===== config.mk =====
export PLATFORM = sky130hd
export DESIGN_NAME = t1_protection_line_selector
export DESIGN_NICKNAME = d
export VERILOG_FILES = /design/src/shared/t1_protection_pkg.sv /design/src/verilog/t1_protection_line_selector.sv
export SDC_FILE = /design/constraint.sdc
export NUM_CORES = 1
export LEC_CHECK = 0
export BUFFER_PORTS_ARGS = -buffer_cell sky130_fd_sc_hd__buf_4
export CAP_MARGIN = 20
export CORE_MARGIN = 2
export CORE_UTILIZATION = 56
export CTS_BUF_LIST = sky130_fd_sc_hd__clkbuf_2 sky130_fd_sc_hd__clkbuf_4 sky130_fd_sc_hd__clkbuf_8
export DETAILED_ROUTE_END_ITERATION = 8
export PLACE_DENSITY = 0.78
export SYNTH_ARGS = -nofsm -noshare
export SYNTH_HDL_FRONTEND = slang
export SYNTH_SLANG_ARGS = --single-unit

===== constraint.sdc =====
create_clock -name clk -period 3.3 [get_ports clk]
set_input_delay 0.165 -clock clk [delete_from_list [all_inputs] [get_ports clk]]
set_output_delay 0.165 -clock clk [all_outputs]
set_load 0.005 [all_outputs]

===== src/shared/t1_protection_pkg.sv =====
package t1_protection_pkg;
   // One bipolar line symbol: a positive or a negative mark, or a zero.
   typedef struct packed {
      logic pos;
      logic neg;
   } bipolar_t;

   // Live state word seen by software.
   typedef struct packed {
      logic [20:0] rsvd;
      logic holdoff;
      logic [1:0] b8zs;
      logic [1:0] esf;
      logic bypass;
      logic selB;
      logic selA;
      logic eqFail;
      logic [1:0] netFault;
   } status_t;

   typedef enum {SEL_A, SEL_B, SEL_BYP} sel_t;

   // Mode selector codes on the two mode pins.
   localparam logic [1:0] MODE_BYPASS = 2'h0;
   localparam logic [1:0] MODE_FORCE_A = 2'h1;
   localparam logic [1:0] MODE_AUTO = 2'h2;
   localparam logic [1:0] MODE_FORCE_B = 2'h3;

   // Pin vector {mode[1:0], ber[3:0], button, remote_n} after reset.
   localparam logic [7:0] PIN_RST = 8'h81;

   // Register byte addresses.
   localparam logic [7:0] ADDR_STATUS = 8'h00;
   localparam logic [7:0] ADDR_INT_STATUS = 8'h04;
   localparam logic [7:0] ADDR_INT_CLEAR = 8'h08;
   localparam logic [7:0] ADDR_INT_ENABLE = 8'h0c;
   localparam logic [3:0] INT_RST = 4'h0;
   localparam logic [1:0] RESP_OKAY = 2'h0;
   localparam logic [1:0] RESP_SLVERR = 2'h2;

   // Line monitoring figures.
   localparam logic [7:0] LOS_ZEROS = 8'haf;
   localparam logic [7:0] FRAME_LAST = 8'hc0;
   localparam logic [4:0] MF_LAST = 5'h17;
   localparam logic [5:0] ESF_FPS = 6'h0b;
   localparam logic [7:0] BER_MAX_ERRS = 8'h01;

   // Swap hold-off time and its count of clock cycles.
   localparam int CLK_HZ = 100_000_000;
   localparam int HOLDOFF_MS = 2000;
   localparam int HOLDOFF_CYCLES = HOLDOFF_MS * (CLK_HZ / 1000);
endpackage : t1_protection_pkg


===== src/verilog/t1_protection_line_selector.sv =====
// Function
// Copy equipment transmit stream identically onto both network lines.
// Forward exactly one received network line to the equipment output.
// Line faulty on loss of signal, out of frame or excess violations.
// Violation rate compared with rotary threshold, ten to minus three to nine.
// Active lamp of A while A selected, of B while B selected.
// Equipment lamp lit while equipment stream judged failed.
// In auto a button press swaps lines, at most once per two seconds.
// Force positions select that line unconditionally.
// Auto position selects by fault criteria.
// Bypass position engages metallic bypass and powers the unit off.
// Superframe or extended superframe framing recognised automatically.
// AMI or B8ZS coding recognised, substitution codes not errors.
// In auto a remote ground pulse swaps; next swap needs two seconds.
// Major alarm on both lines failed, equipment failed, reset, bypass.
// Minor alarm when a network line failed or a line is forced; code needs exactly one failed line and equipment sound.
// Line select output open for line A, grounded for line B.
// Auto leaves a faulty line for a healthy one, else keeps selection.
//
// Implementation choices: the AXI4-Lite register port and the address map.
module t1_protection_line_selector
   import t1_protection_pkg::*;
#(
   parameter int HOLDOFF = HOLDOFF_CYCLES
)(
   input wire logic clk,
   input wire logic rstn,
   input wire bipolar_t [1:0] netRx,
   input wire logic [1:0] netRxStrobe,
   input wire bipolar_t eqRx,
   input wire logic eqRxStrobe,
   input wire logic [1:0] modeSel,
   input wire logic [3:0] berSel,
   input wire logic manual_toggle_button,
   input wire logic remoteSwapN,
   output logic [1:0] netTxStrobe,
   output bipolar_t [1:0] netTx,
   output logic eqTxStrobe,
   output bipolar_t eqTx,
   output logic line_a_selected_indicator,
   output logic line_b_selected_indicator,
   output logic line_a_fault_indicator,
   output logic line_b_fault_indicator,
   output logic equipment_fail_indicator,
   output logic majorAlarmGround,
   output logic minorAlarmGround,
   output logic lineSelectGround,
   output logic bypassEngage,
   output logic powerOff,
   output logic irq,
   input wire logic [7:0] s_axi_awaddr,
   input wire logic s_axi_awvalid,
   output logic s_axi_awready,
   input wire logic [31:0] s_axi_wdata,
   input wire logic [3:0] s_axi_wstrb,
   input wire logic s_axi_wvalid,
   output logic s_axi_wready,
   output logic [1:0] s_axi_bresp,
   output logic s_axi_bvalid,
   input wire logic s_axi_bready,
   input wire logic [7:0] s_axi_araddr,
   input wire logic s_axi_arvalid,
   output logic s_axi_arready,
   output logic [31:0] s_axi_rdata,
   output logic [1:0] s_axi_rresp,
   output logic s_axi_rvalid,
   input wire logic s_axi_rready
);

   // Window length in bits for a rotary position; unused positions act as 3.
   function automatic logic [29:0] berWindow(input logic [3:0] pos);
      case (pos)
         4'h4: berWindow = 30'd10_000;
         4'h5: berWindow = 30'd100_000;
         4'h6: berWindow = 30'd1_000_000;
         4'h7: berWindow = 30'd10_000_000;
         4'h8: berWindow = 30'd100_000_000;
         4'h9: berWindow = 30'd1_000_000_000;
         default: berWindow = 30'd1_000;
      endcase
   endfunction : berWindow

   // Terminal bits of every fourth frame carry the fixed ESF pattern.
   function automatic logic esfMatch(input logic [23:0] h);
      esfMatch = ({h[23], h[19], h[15], h[11], h[7], h[3]} == ESF_FPS);
   endfunction : esfMatch

   // Superframe terminal bits alternate on every other frame.
   function automatic logic sfMatch(input logic [23:0] h);
      sfMatch = 1'b1;
      for (int k = 0; k < 22; k = k + 2) begin
         if (h[k] == h[k + 2]) begin
            sfMatch = 1'b0;
         end
      end
   endfunction : sfMatch

   ////////////////////////////////////////////////////////////////////////
   // Front panel and card edge pins.
   logic [7:0] pinS1_reg, pinS2_reg, pinS3_reg, pin_reg, pinPrev_reg;
   wire logic [7:0] pinRaw = {modeSel, berSel, manual_toggle_button,
                              remoteSwapN};

   // Three stages; a bit moves on only once the last two stages agree.
   always_ff @(posedge clk or negedge rstn) begin
      if (!rstn) begin
         pinS1_reg <= PIN_RST;
         pinS2_reg <= PIN_RST;
         pinS3_reg <= PIN_RST;
         pin_reg <= PIN_RST;
         pinPrev_reg <= PIN_RST;
      end else begin
         pinS1_reg <= pinRaw;
         pinS2_reg <= pinS1_reg;
         pinS3_reg <= pinS2_reg;
         pin_reg <= (pinS2_reg & ~(pinS2_reg ^ pinS3_reg))
                  | (pin_reg & (pinS2_reg ^ pinS3_reg));
         pinPrev_reg <= pin_reg;
      end
   end

   wire logic [1:0] mode = pin_reg[7:6];
   wire logic [3:0] berPos = pin_reg[5:2];
   wire logic buttonPress = pin_reg[1] & ~pinPrev_reg[1];
   wire logic remoteGround = ~pin_reg[0] & pinPrev_reg[0];

   ////////////////////////////////////////////////////////////////////////
   // Stream monitors: index 0 and 1 are network A and B, 2 the equipment.
   bipolar_t sym [3];
   logic [2:0] stb, losV, oofV, berV, esfV, b8V;
   assign sym[0] = netRx[0];
   assign sym[1] = netRx[1];
   assign sym[2] = eqRx;
   assign stb = {eqRxStrobe, netRxStrobe};

   for (genvar i = 0; i < 3; i++) begin : gMon
      logic [7:0] zeroRun_reg, bitPos_reg, bpv_reg;
      logic [4:0] frame_reg;
      logic [23:0] fHist_reg;
      logic [29:0] win_reg;
      logic lastPos_reg, pendV_reg, b8zs_reg, slip_reg, oof_reg, esf_reg;
      logic ber_reg;
      wire logic mark = sym[i].pos | sym[i].neg;
      wire logic viol = mark & (sym[i].pos == lastPos_reg);
      // A violation in the B8ZS places is a substitution code, not an error.
      wire logic code = viol & ((zeroRun_reg == 8'h03)
                        | (pendV_reg & (zeroRun_reg == 8'h01)));
      wire logic [23:0] hNew = {fHist_reg[22:0], mark};
      wire logic winEnd = (win_reg >= berWindow(berPos) - 30'd1);

      // Zero runs, polarity, coding recognition and violation counting.
      always_ff @(posedge clk or negedge rstn) begin
         if (!rstn) begin
            zeroRun_reg <= 8'h00;
            lastPos_reg <= 1'b0;
            pendV_reg <= 1'b0;
            b8zs_reg <= 1'b0;
            bpv_reg <= 8'h00;
            win_reg <= 30'h0;
            ber_reg <= 1'b0;
         end else if (stb[i]) begin
            if (mark) begin
               zeroRun_reg <= 8'h00;
               lastPos_reg <= sym[i].pos;
            end else if (zeroRun_reg != 8'hff) begin
               zeroRun_reg <= zeroRun_reg + 8'h01;
            end
            if (code) begin
               pendV_reg <= (zeroRun_reg == 8'h03);
            end else if (zeroRun_reg >= 8'h02) begin
               pendV_reg <= 1'b0;
            end
            if (code) begin
               b8zs_reg <= 1'b1;
            end else if (zeroRun_reg >= LOS_ZEROS) begin
               b8zs_reg <= 1'b0;
            end
            // Rate judged once per window; the figure lags by one window.
            if (winEnd) begin
               win_reg <= 30'h0;
               bpv_reg <= 8'h00;
               ber_reg <= (bpv_reg > BER_MAX_ERRS);
            end else begin
               win_reg <= win_reg + 30'h1;
               if (viol && !code && bpv_reg != 8'hff) begin
                  bpv_reg <= bpv_reg + 8'h01;
               end
            end
         end
      end

      // Framing hunt: a failed multiframe slips the frame phase by one bit.
      always_ff @(posedge clk or negedge rstn) begin
         if (!rstn) begin
            bitPos_reg <= 8'h00;
            frame_reg <= 5'h00;
            fHist_reg <= 24'h0;
            slip_reg <= 1'b0;
            oof_reg <= 1'b1;
            esf_reg <= 1'b0;
         end else if (stb[i]) begin
            if (slip_reg) begin
               slip_reg <= 1'b0;
            end else if (bitPos_reg == FRAME_LAST) begin
               bitPos_reg <= 8'h00;
            end else begin
               bitPos_reg <= bitPos_reg + 8'h01;
            end
            if (bitPos_reg == 8'h00 && !slip_reg) begin
               fHist_reg <= hNew;
               frame_reg <= (frame_reg == MF_LAST) ? 5'h00
                                                   : frame_reg + 5'h01;
               if (frame_reg == MF_LAST) begin
                  if (esfMatch(hNew) || sfMatch(hNew)) begin
                     oof_reg <= 1'b0;
                     esf_reg <= esfMatch(hNew);
                  end else begin
                     oof_reg <= 1'b1;
                     slip_reg <= 1'b1;
                  end
               end
            end
         end
      end

      assign losV[i] = (zeroRun_reg >= LOS_ZEROS);
      assign oofV[i] = oof_reg;
      assign berV[i] = ber_reg;
      assign esfV[i] = esf_reg;
      assign b8V[i] = b8zs_reg;
   end

   // Network lines judge all three causes, the equipment side loss or frame.
   wire logic [1:0] netFault = losV[1:0] | oofV[1:0] | berV[1:0];
   wire logic eqFail = losV[2] | oofV[2];

   ////////////////////////////////////////////////////////////////////////
   // Line selection.
   sel_t sel_reg;
   logic [27:0] hold_reg;
   wire logic isAuto = (mode == MODE_AUTO);
   wire logic swapReq = isAuto && (hold_reg == 28'h0)
                        && (buttonPress || remoteGround);
   wire logic curBad = (sel_reg == SEL_B) ? netFault[1] : netFault[0];
   wire logic othBad = (sel_reg == SEL_B) ? netFault[0] : netFault[1];
   sel_t other;
   assign other = (sel_reg == SEL_B) ? SEL_A : SEL_B;

   // Presses inside the hold-off are dropped, not queued.
   always_ff @(posedge clk or negedge rstn) begin
      if (!rstn) begin
         hold_reg <= 28'h0;
      end else if (swapReq) begin
         hold_reg <= 28'(HOLDOFF - 1);
      end else if (hold_reg != 28'h0) begin
         hold_reg <= hold_reg - 28'h1;
      end
   end

   // Forced and bypass positions win; auto swaps on request or on fault.
   always_ff @(posedge clk or negedge rstn) begin
      if (!rstn) begin
         sel_reg <= SEL_A;
      end else begin
         case (mode)
            MODE_BYPASS: sel_reg <= SEL_BYP;
            MODE_FORCE_A: sel_reg <= SEL_A;
            MODE_FORCE_B: sel_reg <= SEL_B;
            default: begin
               if (sel_reg == SEL_BYP) begin
                  sel_reg <= SEL_A;
               end else if (swapReq) begin
                  sel_reg <= other;
               end else if (curBad && !othBad) begin
                  sel_reg <= other;
               end
            end
         endcase
      end
   end

   ////////////////////////////////////////////////////////////////////////
   // Data paths and panel outputs; data paths and lamps go quiet in bypass, major alarm, bypass and power-off assert.
   wire logic byp = (sel_reg == SEL_BYP);
   always_ff @(posedge clk or negedge rstn) begin
      if (!rstn) begin
         netTx <= '0;
         netTxStrobe <= 2'h0;
         eqTx <= '0;
         eqTxStrobe <= 1'b0;
      end else begin
         netTx <= byp ? '0 : {eqRx, eqRx};
         netTxStrobe <= {2{eqRxStrobe & ~byp}};
         eqTx <= byp ? '0 : (sel_reg == SEL_B) ? netRx[1] : netRx[0];
         eqTxStrobe <= ~byp & ((sel_reg == SEL_B) ? netRxStrobe[1]
                                                  : netRxStrobe[0]);
      end
   end

   // Major alarm rests grounded through reset, so its reset value is one.
   always_ff @(posedge clk or negedge rstn) begin
      if (!rstn) begin
         line_a_selected_indicator <= 1'b0;
         line_b_selected_indicator <= 1'b0;
         line_a_fault_indicator <= 1'b0;
         line_b_fault_indicator <= 1'b0;
         equipment_fail_indicator <= 1'b0;
         majorAlarmGround <= 1'b1;
         minorAlarmGround <= 1'b0;
         lineSelectGround <= 1'b0;
         bypassEngage <= 1'b0;
         powerOff <= 1'b0;
      end else begin
         line_a_selected_indicator <= (sel_reg == SEL_A);
         line_b_selected_indicator <= (sel_reg == SEL_B);
         line_a_fault_indicator <= ~byp & netFault[0];
         line_b_fault_indicator <= ~byp & netFault[1];
         equipment_fail_indicator <= ~byp & eqFail;
         majorAlarmGround <= byp | eqFail | (&netFault);
         minorAlarmGround <= ~byp & ((^netFault & ~eqFail)
                             | (mode != MODE_AUTO));
         lineSelectGround <= (sel_reg == SEL_B);
         bypassEngage <= byp;
         powerOff <= byp;
      end
   end

   ////////////////////////////////////////////////////////////////////////
   // Interrupt status, enable and level output.
   logic [3:0] intStat_reg, intEn_reg, evPrev_reg, intClr;
   sel_t selPrev_reg;
   wire logic [3:0] evNow = {1'b0, eqFail, netFault};
   wire logic [3:0] events = (evNow & ~evPrev_reg)
                           | {(sel_reg != selPrev_reg), 3'h0};
   // A new event beats a clear landing in the same cycle.
   always_ff @(posedge clk or negedge rstn) begin
      if (!rstn) begin
         intStat_reg <= INT_RST;
         evPrev_reg <= 4'h0;
         selPrev_reg <= SEL_A;
         irq <= 1'b0;
      end else begin
         intStat_reg <= (intStat_reg & ~intClr) | events;
         evPrev_reg <= evNow;
         selPrev_reg <= sel_reg;
         irq <= |(intStat_reg & intEn_reg);
      end
   end

   ////////////////////////////////////////////////////////////////////////
   // AXI4-Lite slave; address and data may arrive in either order.
   logic [7:0] awAddr_reg;
   logic [31:0] wData_reg;
   logic [3:0] wStrb_reg;
   logic awHave_reg, wHave_reg;
   wire logic doWrite = awHave_reg & wHave_reg & ~s_axi_bvalid;
   wire logic wrHit = doWrite & wStrb_reg[0];
   assign intClr = (wrHit && awAddr_reg == ADDR_INT_CLEAR) ? wData_reg[3:0]
                                                          : 4'h0;
   status_t stat;
   assign stat = '{rsvd: '0, holdoff: (hold_reg != 28'h0),
                   b8zs: b8V[1:0], esf: esfV[1:0], bypass: byp,
                   selB: (sel_reg == SEL_B), selA: (sel_reg == SEL_A),
                   eqFail: eqFail, netFault: netFault};

   // Write side.
   always_ff @(posedge clk or negedge rstn) begin
      if (!rstn) begin
         awAddr_reg <= 8'h00;
         wData_reg <= 32'h0;
         wStrb_reg <= 4'h0;
         awHave_reg <= 1'b0;
         wHave_reg <= 1'b0;
         s_axi_awready <= 1'b1;
         s_axi_wready <= 1'b1;
         s_axi_bvalid <= 1'b0;
         s_axi_bresp <= RESP_OKAY;
         intEn_reg <= INT_RST;
      end else begin
         if (s_axi_awvalid && s_axi_awready) begin
            awAddr_reg <= s_axi_awaddr;
            awHave_reg <= 1'b1;
            s_axi_awready <= 1'b0;
         end
         if (s_axi_wvalid && s_axi_wready) begin
            wData_reg <= s_axi_wdata;
            wStrb_reg <= s_axi_wstrb;
            wHave_reg <= 1'b1;
            s_axi_wready <= 1'b0;
         end
         if (doWrite) begin
            awHave_reg <= 1'b0;
            wHave_reg <= 1'b0;
            s_axi_bvalid <= 1'b1;
            s_axi_bresp <= (awAddr_reg == ADDR_INT_CLEAR
                            || awAddr_reg == ADDR_INT_ENABLE) ? RESP_OKAY
                                                              : RESP_SLVERR;
            if (wrHit && awAddr_reg == ADDR_INT_ENABLE) begin
               intEn_reg <= wData_reg[3:0];
            end
         end
         if (s_axi_bvalid && s_axi_bready) begin
            s_axi_bvalid <= 1'b0;
            s_axi_awready <= 1'b1;
            s_axi_wready <= 1'b1;
         end
      end
   end

   // Read side; unmapped words read zero with a slave error.
   always_ff @(posedge clk or negedge rstn) begin
      if (!rstn) begin
         s_axi_arready <= 1'b1;
         s_axi_rvalid <= 1'b0;
         s_axi_rdata <= 32'h0;
         s_axi_rresp <= RESP_OKAY;
      end else if (s_axi_arvalid && s_axi_arready) begin
         s_axi_arready <= 1'b0;
         s_axi_rvalid <= 1'b1;
         s_axi_rresp <= RESP_OKAY;
         case (s_axi_araddr)
            ADDR_STATUS: s_axi_rdata <= stat;
            ADDR_INT_STATUS: s_axi_rdata <= {28'h0, intStat_reg};
            ADDR_INT_ENABLE: s_axi_rdata <= {28'h0, intEn_reg};
            ADDR_INT_CLEAR: s_axi_rdata <= 32'h0;
            default: begin
               s_axi_rdata <= 32'h0;
               s_axi_rresp <= RESP_SLVERR;
            end
         endcase
      end else if (s_axi_rvalid && s_axi_rready) begin
         s_axi_rvalid <= 1'b0;
         s_axi_arready <= 1'b1;
      end
   end
endmodule : t1_protection_line_selector


== Word-level counts from Yosys, hierarchy flattened ==
Index checks and enable logic that the tools add are counted.
Operators by class
  $lt $le $gt $ge: 9
  equality and inequality tests: 71
  bitwise gates (word level): 49
  add/subtract/negate cells: 15
  reductions and logical operators: 82
  mux-type cells: 109
Operators with widths (number)
  $pmux 30 s6: 1
  $mux 8: 13
  $mux 32: 3
  $pmux 32 s3: 1
  $mux 1: 77
  $add 8x1->8 const B: 8
  $add 30x1->30 const B: 2
  $ge 30x30->1: 2
  $mux 30: 2
  $mux 28: 2
  $reduce_and 2->1: 21
  $ne 8x8->1 const B: 5
  $eq 1x1->1: 35
  $pmux 11 s3: 1
  $eq 32x2->1 const B: 1
  $eq 32x3->1 const B: 1
  $eq 8x4->1 const B: 4
  $logic_not 32->1: 1
  $logic_not 8->1: 4
  $ne 32x32->1: 1
  $reduce_bool 2->1: 16
  $sub 30x1->30 const B: 1
  $logic_not 28->1: 1
  $reduce_bool 28->1: 1
  other kinds (41): 131
Storage, ports and cells
  logic and storage cells: 408
  output and inout port bits: 61
  input bits: 76
  flip-flop bits (word level): 434

== Longest topological paths before layout ==
Gate-level depths: netlist of run 1.
  word-level depth: 20
  gate-level depth with buffers: 14
  depth with buffers taken out: 11

== Worst setup path before layout of run 1 ==
No wires, ideal clock.
  path type: reg2reg
  start point: reg with a tool-made name
  end point: reg gMon[1].ber_reg
  setup time: 0.128 ns
  required time: 3.172 ns
  arrival: 3.232 ns
  slack: -0.059 ns
  clock period less this slack: 3.359 ns
  buffers on the path: 3
  cell stages (with the launch flop): 14
  cell sequence: dfrtp_1 or3b_1 buf_2 inv_2 buf_4 clkbuf_1 a21oi_1 ha_1 a211o_1 a21oi_1 a211oi_1 o41ai_1 a31oi_2 mux2_1
RTL lines
  to (signal assigned): RTL line t1_protection_line_selector.sv:182  | ber_reg <= (bpv_reg > BER_MAX_ERRS);
  to (decl): RTL line t1_protection_line_selector.sv:142  | logic ber_reg;

==> results by group, run 1 <==
Floorplan
  – Die width: 179 µm
  – FP Rows: 63
  – Initial Util: 57.2%
  – Io pins: 137
  – Die H: 179 µm
  – Core outline area: 0.0298 mm²
  – Full die area: 0.0319 mm²

Power and ir drop
  – Leakage: about 9.5 nW
  – Worst VDD drop: 0.338 mV
  – Clk network pwr share: between 30 and 40%
  – Logic pwr share: between 10% and 20%
  – Sw Share: between 20% and 30%
  – Reg power frac: a little under half
  – Power Density: 589 mW/mm²
  – Sw power: 3.47 mW
  – Power Internal: 8.28 mW

Setup path
  – Delay-heaviest family, CP: simple AND/OR/NAND/NOR gates
  – Worst-path cell chain: or3b_4 > inv_4 > buf_4 > nand2_1 > ha_1 > and4_1 > and3_1 > o21ai_0 > a311o_2 > a31oi_4 > mux2_1
  – Worst path slowest cell: a311o_2
  – Critical Path RT: between 3 and 4 ns
  – WS Path Type: flip-flop to flip-flop
  – Crit-path max FO: 10
  – Setup crit end kind: flip-flop
  – CP bufs+invs: 2
  – Critical path launch point type: flip-flop
  – Max incr delay on CP: 0.45 ns
  – Arr. time, crit path: approximately 3.6 ns

Global route
  – Global route overflow: 0
  – First-pass GRT wire length: 62600 µm
  – Vias in the first global route: 13100
  – Maximum number of pins on one net before global-route repair: 87
  – Antenna violations before repair: 0
  – Tot GR Track Use: 24.0%

Drt
  – Vias per cell: 5.59
  – Drt initial violations: 874
  – Routed wire length: 37100 µm
  – Routed length per instance: 15.9 µm
  – Residual DRC count: 0
  – DRT antenna net count: 0
  – DR pass1 iterations: 5
  – Routed vias: between 10000 and 15000

Place
  – Port Buffers: 82
  – Final HPWL DP: 24400 µm
  – Routability cong.: around 0.9

Synth
  – Sequential fraction of the synthesis area: 51.3%
  – Avg Cell Area, Syn: approximately 10 µm²
  – Synth warnings: 0
  – Post-synth top cells: 341 x nand2_1, 333 x dfrtp_1, 155 x nor2_1
  – Post-synth top area cell: dfrtp_1
  – Netlist cell types: slightly below 80
  – Synth Register Bits: 349
  – Most numerous cell in the Yosys netlist: nand2_1
  – EDFF count, synth: 0
  – Synth top area cells: dfrtp_1 49%, nand2_1 7.5%, ha_1 5.6%
  – Synth top area share: 48.9%
  – Cell Area, Synth: 0.0171 mm²
  – Post-synthesis async set-or-reset flop share: 100%
  – Predominant post-synthesis flop cell: dfrtp_1
  – Gate Count Post-Synth: roughly 1700

Run status
  – Status: complete, no violations

STA
  – Crit share post-route: 96.1%
  – Hold slack: between 0.07 and 0.08 ns
  – Slew Viols, Final: 0
  – Highest clock rate: 315 MHz
  – Worst slew pin tran: around 0.86 ns
  – Max-slew headroom: between 40% and 50%
  – Clock Skews: 0.0358 ns
  – Endpoints failing hold: 0
  – Endpoints failing setup: 0
  – Fin crit period: 3.17 ns

Layout
  – # diodes: 0
  – Layout cells sized above 1: 14.9%
  – Nets: 2059
  – Area grow syn2layout: 17.0%
  – Max reg flops: slightly below 70
  – Final Util: 67.0%

Clock tree
  – Clock transition at the registers of the reported paths: 0.06 ns
  – CTS buffer count: 56
  – CTS Sinks: 349
  – Clk_lat worst skew: 0.62 ns
  – H-tree levels: 2
  – Root Buffer: clkbuf_8
  – CTS max path bufs: 3
  – TritonCTS clock tree: built

Min path
  – HP Class: input pin to flip-flop

Job
  – Max-cap viol count: 0
power groups by stage:
stage | combinational (mW) | sequential (mW) | clock, mW
finish | 1.96 | 5.62 | 4.17
global route | 2.22 | 5.71 | 4.46
CTS | 1.94 | 5.59 | 4.24
detailed placement | 1.87 | 5.65 | 0
global placement | 1.77 | 5.62 | 0
floorplan | 1.30 | 5.50 | 0
cell usage in the layout, fill, tap and decap left out, types with 47 or more instances in the layout:
cell type,n
a21oi_1,56
buf_4,111
clkbuf_8,75
dfrtp_1,333
dlygate4sd3_1,47
ha_1,77
inv_1,52
nand2_1,341
nand3_1,58
nor2_1,155
o21ai_0,63
xnor2_1,50
xor2_1,58
worst min-delay path, stage by stage:
cell and delay, ns:
buf_4 0.08, nor3_1 0.04, nand2_1 0.20, o21ai_0 0.13
layout make-up:
class / count / area (µm²)
inverter: 53 / 201
timing repair buffer: 164 / 1390
clock buffer: 85 / 1110
sequential: 349 / 8750
tap: 390 / 488
fill: 2252 / 9840
clock inverter: 18 / 190
multi-input combinational: 1282 / 7830
layer usage:
layer | GRT usage [%] | part of all wire (%) | up-vias
li1 | - | - | 6331
met1 | 31.2 | 44 | 6391
met2 | 40.3 | 49 | 272
met3 | 4.11 | 4.2 | 96
met4 | 8.67 | 3.1 | 0
met5 | 0 | 0 | -
kinds of logic after synthesis:
kind of cell	share of synthesized area, %
mux	2.30
flops	51.3
simple gates	22.1
compound gates	8.98
other cells	0.0220
buf+inv	3.61
xor+xnor	5.55
fa+ha+maj	6.12
stage by stage:
| stage | power [mW] | instance area (µm²) | worst slack [ns] | instances | TNS, ns |
|---|---|---|---|---|---|
| CTS | 11.8 | 19900 | 0.00978 | 2340 | 0 |
| global route | 12.4 | 20000 | -0.0133 | 2341 | -0.0153 |
| floorplan | 6.80 | 17100 | 0.0568 | 1761 | 0 |
| finish | 11.8 | 20000 | 0.129 | 2341 | 0 |
| global placement | 7.38 | 18100 | 0.141 | 2190 | 0 |
| detailed placement | 7.53 | 18100 | 0.0898 | 2190 | 0 |
timing repair:
| item | CTS | global route |
|---|---|---|
| buffers inserted | 0 | 1 |
| endpoints found under the hold margin | 141 | 0 |
| gates resized for setup | 0 | 13 |
| hold buffers | 47 | 0 |
| setup endpoints to repair | 0 | 64 |
final timing paths:
check                                       start                        endpoint  slack [ns]  cells past startpoint
setup reg to reg                        flip-flop     gMon[0].ber_reg$_DFFE_PN0P_        0.13                     11
hold / removal                    s_axi_araddr[1]      s_axi_rdata[3]$_DFFE_PN0P_        0.07                      4
max in group asynchronous                    rstn  gMon[1].bpv_reg[3]$_DFFE_PN0P_        2.14                      3
hold reg to reg            pinS1_reg[6]$_DFF_PN0_          pinS2_reg[6]$_DFF_PN0_        0.35                      0
min in group asynchronous                    rstn         hold_reg[8]$_DFFE_PN0P_        0.17                      2
setup / recovery                        flip-flop     gMon[0].ber_reg$_DFFE_PN0P_        0.13                     11
No activity file was read; power rests on OpenSTA's default activity.
==> run 2: changes to the inputs <==
==> constraint.sdc (replaced) <==
create_clock -name clk -period 2.8 [get_ports clk]
set_input_delay 0.14 -clock clk [delete_from_list [all_inputs] [get_ports clk]]
set_output_delay 0.14 -clock clk [all_outputs]
set_load 0.005 [all_outputs]
==> run 2 against run 1 <==
Compared with the run above: routed wire length is 4.0% higher; die area stayed put; combinational power is 30% higher; the run now ends with negative setup slack left.
==> results by group, run 2 (synthesized netlist as in run 1, its figures left out) <==
Drt
  – Routed length per instance: 16.2 µm (was 15.9 µm)
  – DR pass1 iterations: 6 (was 5)
  – Routed wire length: 38600 µm (was 37100 µm)
  – Drt initial violations: 946 (was 874)
  – Residual DRC count: 0 (unchanged)
  – DRT antenna net count: 0 (unchanged)
  – Vias per cell: 5.65 (was 5.59)
  – Routed vias: 13500 (was 13100)

Power and ir drop
  – Worst VDD drop: 0.461 mV (was 0.338 mV)
  – Leakage: 9.86 nW (was 9.55 nW)
  – Power Density: 676 mW/mm² (was 589 mW/mm²)

STA
  – Crit share post-route: 105% (was 96.1%)
  – RSZ-0062 raised after global routing: yes
  – Endpoints failing hold: 0 (unchanged)
  – Clock Skews: 0.0396 ns (was 0.0358 ns)
  – Max-slew headroom: 46.0% (was 42.1%)
  – Fin crit period: 2.93 ns (was 3.17 ns)
  – Highest clock rate: 341 MHz (was 315 MHz)
  – Hold slack: 0.0974 ns (was 0.0747 ns)
  – Slew Viols, Final: 0 (unchanged)
  – Setup TNS: -4.74 ns (was 0 ns)
  – Worst slew pin tran: 0.809 ns (was 0.856 ns)
  – Worst Slack Setup Final: -0.133 ns (was 0.129 ns)
  – Endpoints failing setup: 75 (was 0)

Clock tree
  – CTS max path bufs: 3 (unchanged)
  – CTS buffer count: 56 (unchanged)
  – CTS Sinks: 349 (unchanged)
  – TritonCTS clock tree: built (unchanged)
  – Root Buffer: clkbuf_8 (unchanged)
  – Clock transition at the registers of the reported paths: 0.07 ns (was 0.06 ns)
  – H-tree levels: 2 (unchanged)
  – Clk_lat worst skew: 0.62 ns (about the same)

Place
  – Port Buffers: 82 (unchanged)
  – Cell Area, Placed: 0.0185 mm² (was 0.0181 mm²)
  – Final HPWL DP: 25400 µm (was 24400 µm)
  – Dpl cells: 2224 (was 2190)
  – Routability cong.: 0.879 (was 0.882)

Layout
  – Finished Layout Cells: 2390 (was 2341)
  – Commonest non-fill, non-tap cell in the layout: nand2_1 (unchanged)
  – Design area: 0.0207 mm² (was 0.0200 mm²)
  – Layout cells sized above 1: 18.9% (was 14.9%)
  – Final Util: 69.6% (was 67.0%)
  – Max reg flops: 69 (unchanged)
  – FF+latch area: 0.00875 mm² (unchanged)
  – Commonest cells after routing, fill and taps aside: 335 x nand2_1, 333 x dfrtp_1, 152 x nor2_1 (was 341 x nand2_1, 333 x dfrtp_1, 155 x nor2_1)
  – Nets: 2108 (was 2059)
  – Area grow syn2layout: 21.5% (was 17.0%)
  – Fillers: 2110 (was 2252)
  – Multi-input gate area: 0.00818 mm² (was 0.00783 mm²)
  – # diodes: 0 (unchanged)

Setup path
  – Crit-path max FO: 6 (was 10)
  – Critical path launch point type: flip-flop (unchanged)
  – Arr. time, crit path: 3.44 ns (was 3.63 ns)
  – WS Path Type: flip-flop to flip-flop (unchanged)
  – Register-to-Register Path Depth: 11 (unchanged)
  – Critical Path RT: 3.30 ns (was 3.76 ns)
  – Setup crit end kind: flip-flop (unchanged)

Floorplan
  – Die H: 179 µm (unchanged)
  – Die width: 179 µm (unchanged)
  – Core outline area: 0.0298 mm² (unchanged)
  – FP Rows: 63 (unchanged)
  – Initial Util: 57.2% (unchanged)
  – Io pins: 137 (unchanged)
  – Full die area: 0.0319 mm² (unchanged)

Job
  – Max-cap viol count: 0 (unchanged)

Min path
  – Hold depth: 4 (unchanged)
  – HP Class: input pin to flip-flop (unchanged)

Global route
  – Global route overflow: 0 (unchanged)
  – Vias in the first global route: 13400 (was 13100)
  – Maximum number of pins on one net before global-route repair: 85 (was 87)
  – Tot GR Track Use: 24.5% (was 24.0%)
  – Antenna violations before repair: 1 (was 0)
  – First-pass GRT wire length: 63800 µm (was 62600 µm)

Run status
  – Violated checks: negative setup slack
  – Status: finished, violations left (was complete, no violations)
-- run 2: cell type report --
cell class / instances / area share, %
Clock buffer: 87 / 5.11
Clock inverter: 16 / 0.978
Inverter: 53 / 0.984
Multi-Input combinational cell: 1282 / 39.5
Timing Repair Buffer: 213 / 8.88
Sequential cell: 349 / 42.2
Tap cell: 390 / 2.35
-- run 2: worst max-delay path, stage by stage, from the launching register on --
cell and delay (ns):
dfrtp_1 0.39, buf_4 0.17, nor2_1 0.10, buf_4 0.14
o21ai_0 0.20, ha_1 0.38, nand4_1 0.12, a2111o_1 0.35
o22ai_4 0.18, o2111ai_4 0.17, a31oi_4 0.28, mux2_4 0.33
-- run 2: final timing paths --
check                                       start                     endpoint  slack (ns)
max reg2reg                             flip-flop  gMon[1].ber_reg$_DFFE_PN0P_       -0.13
max                                     flip-flop  gMon[1].ber_reg$_DFFE_PN0P_       -0.13
min                               s_axi_araddr[6]   s_axi_rresp[1]$_DFFE_PN0P_         0.1
min in group asynchronous                    rstn   s_axi_bresp[1]$_DFFE_PN0P_        0.14
min reg2reg                pinS1_reg[1]$_DFF_PN0_       pinS2_reg[1]$_DFF_PN0_        0.35
max in group asynchronous                    rstn  gMon[1].oof_reg$_DFFE_PN1P_        1.82
-- run 2: power breakdown --
part           internal [mW]  switching (mW)  total, mW
clock                   2.79            2.05       4.84
sequential              5.85           0.787       6.63
combinational           1.23            1.31       2.54
-- run 2: what timing repair did --
action / CTS / global route
buffers inserted: 7 / 6
hold buffers: 50 / 0
cloned: 0 / 0
setup endpoints to repair: 77 / 82
resized for setup: 48 / 19
pin swaps: 37 / 5
hold endpoints to repair: 148 / 0
-- run 2: stage by stage --
stage / setup WS, ns / power (mW)
2_1_floorplan: -0.298 / 8.05
3_3_place_gp: -0.139 / 8.81
3_5_place_dp: -0.186 / 8.99
4_1_cts: -0.0654 / 14.0
5_1_grt: -0.235 / 14.7
6_report: -0.133 / 14.0
-- run 2: routing by layer --
layer	share of wire, %	track usage, %
met5	0.026	0
met4	3.0	8.71
met3	3.7	3.92
met2	51	42.4
met1	43	31.3
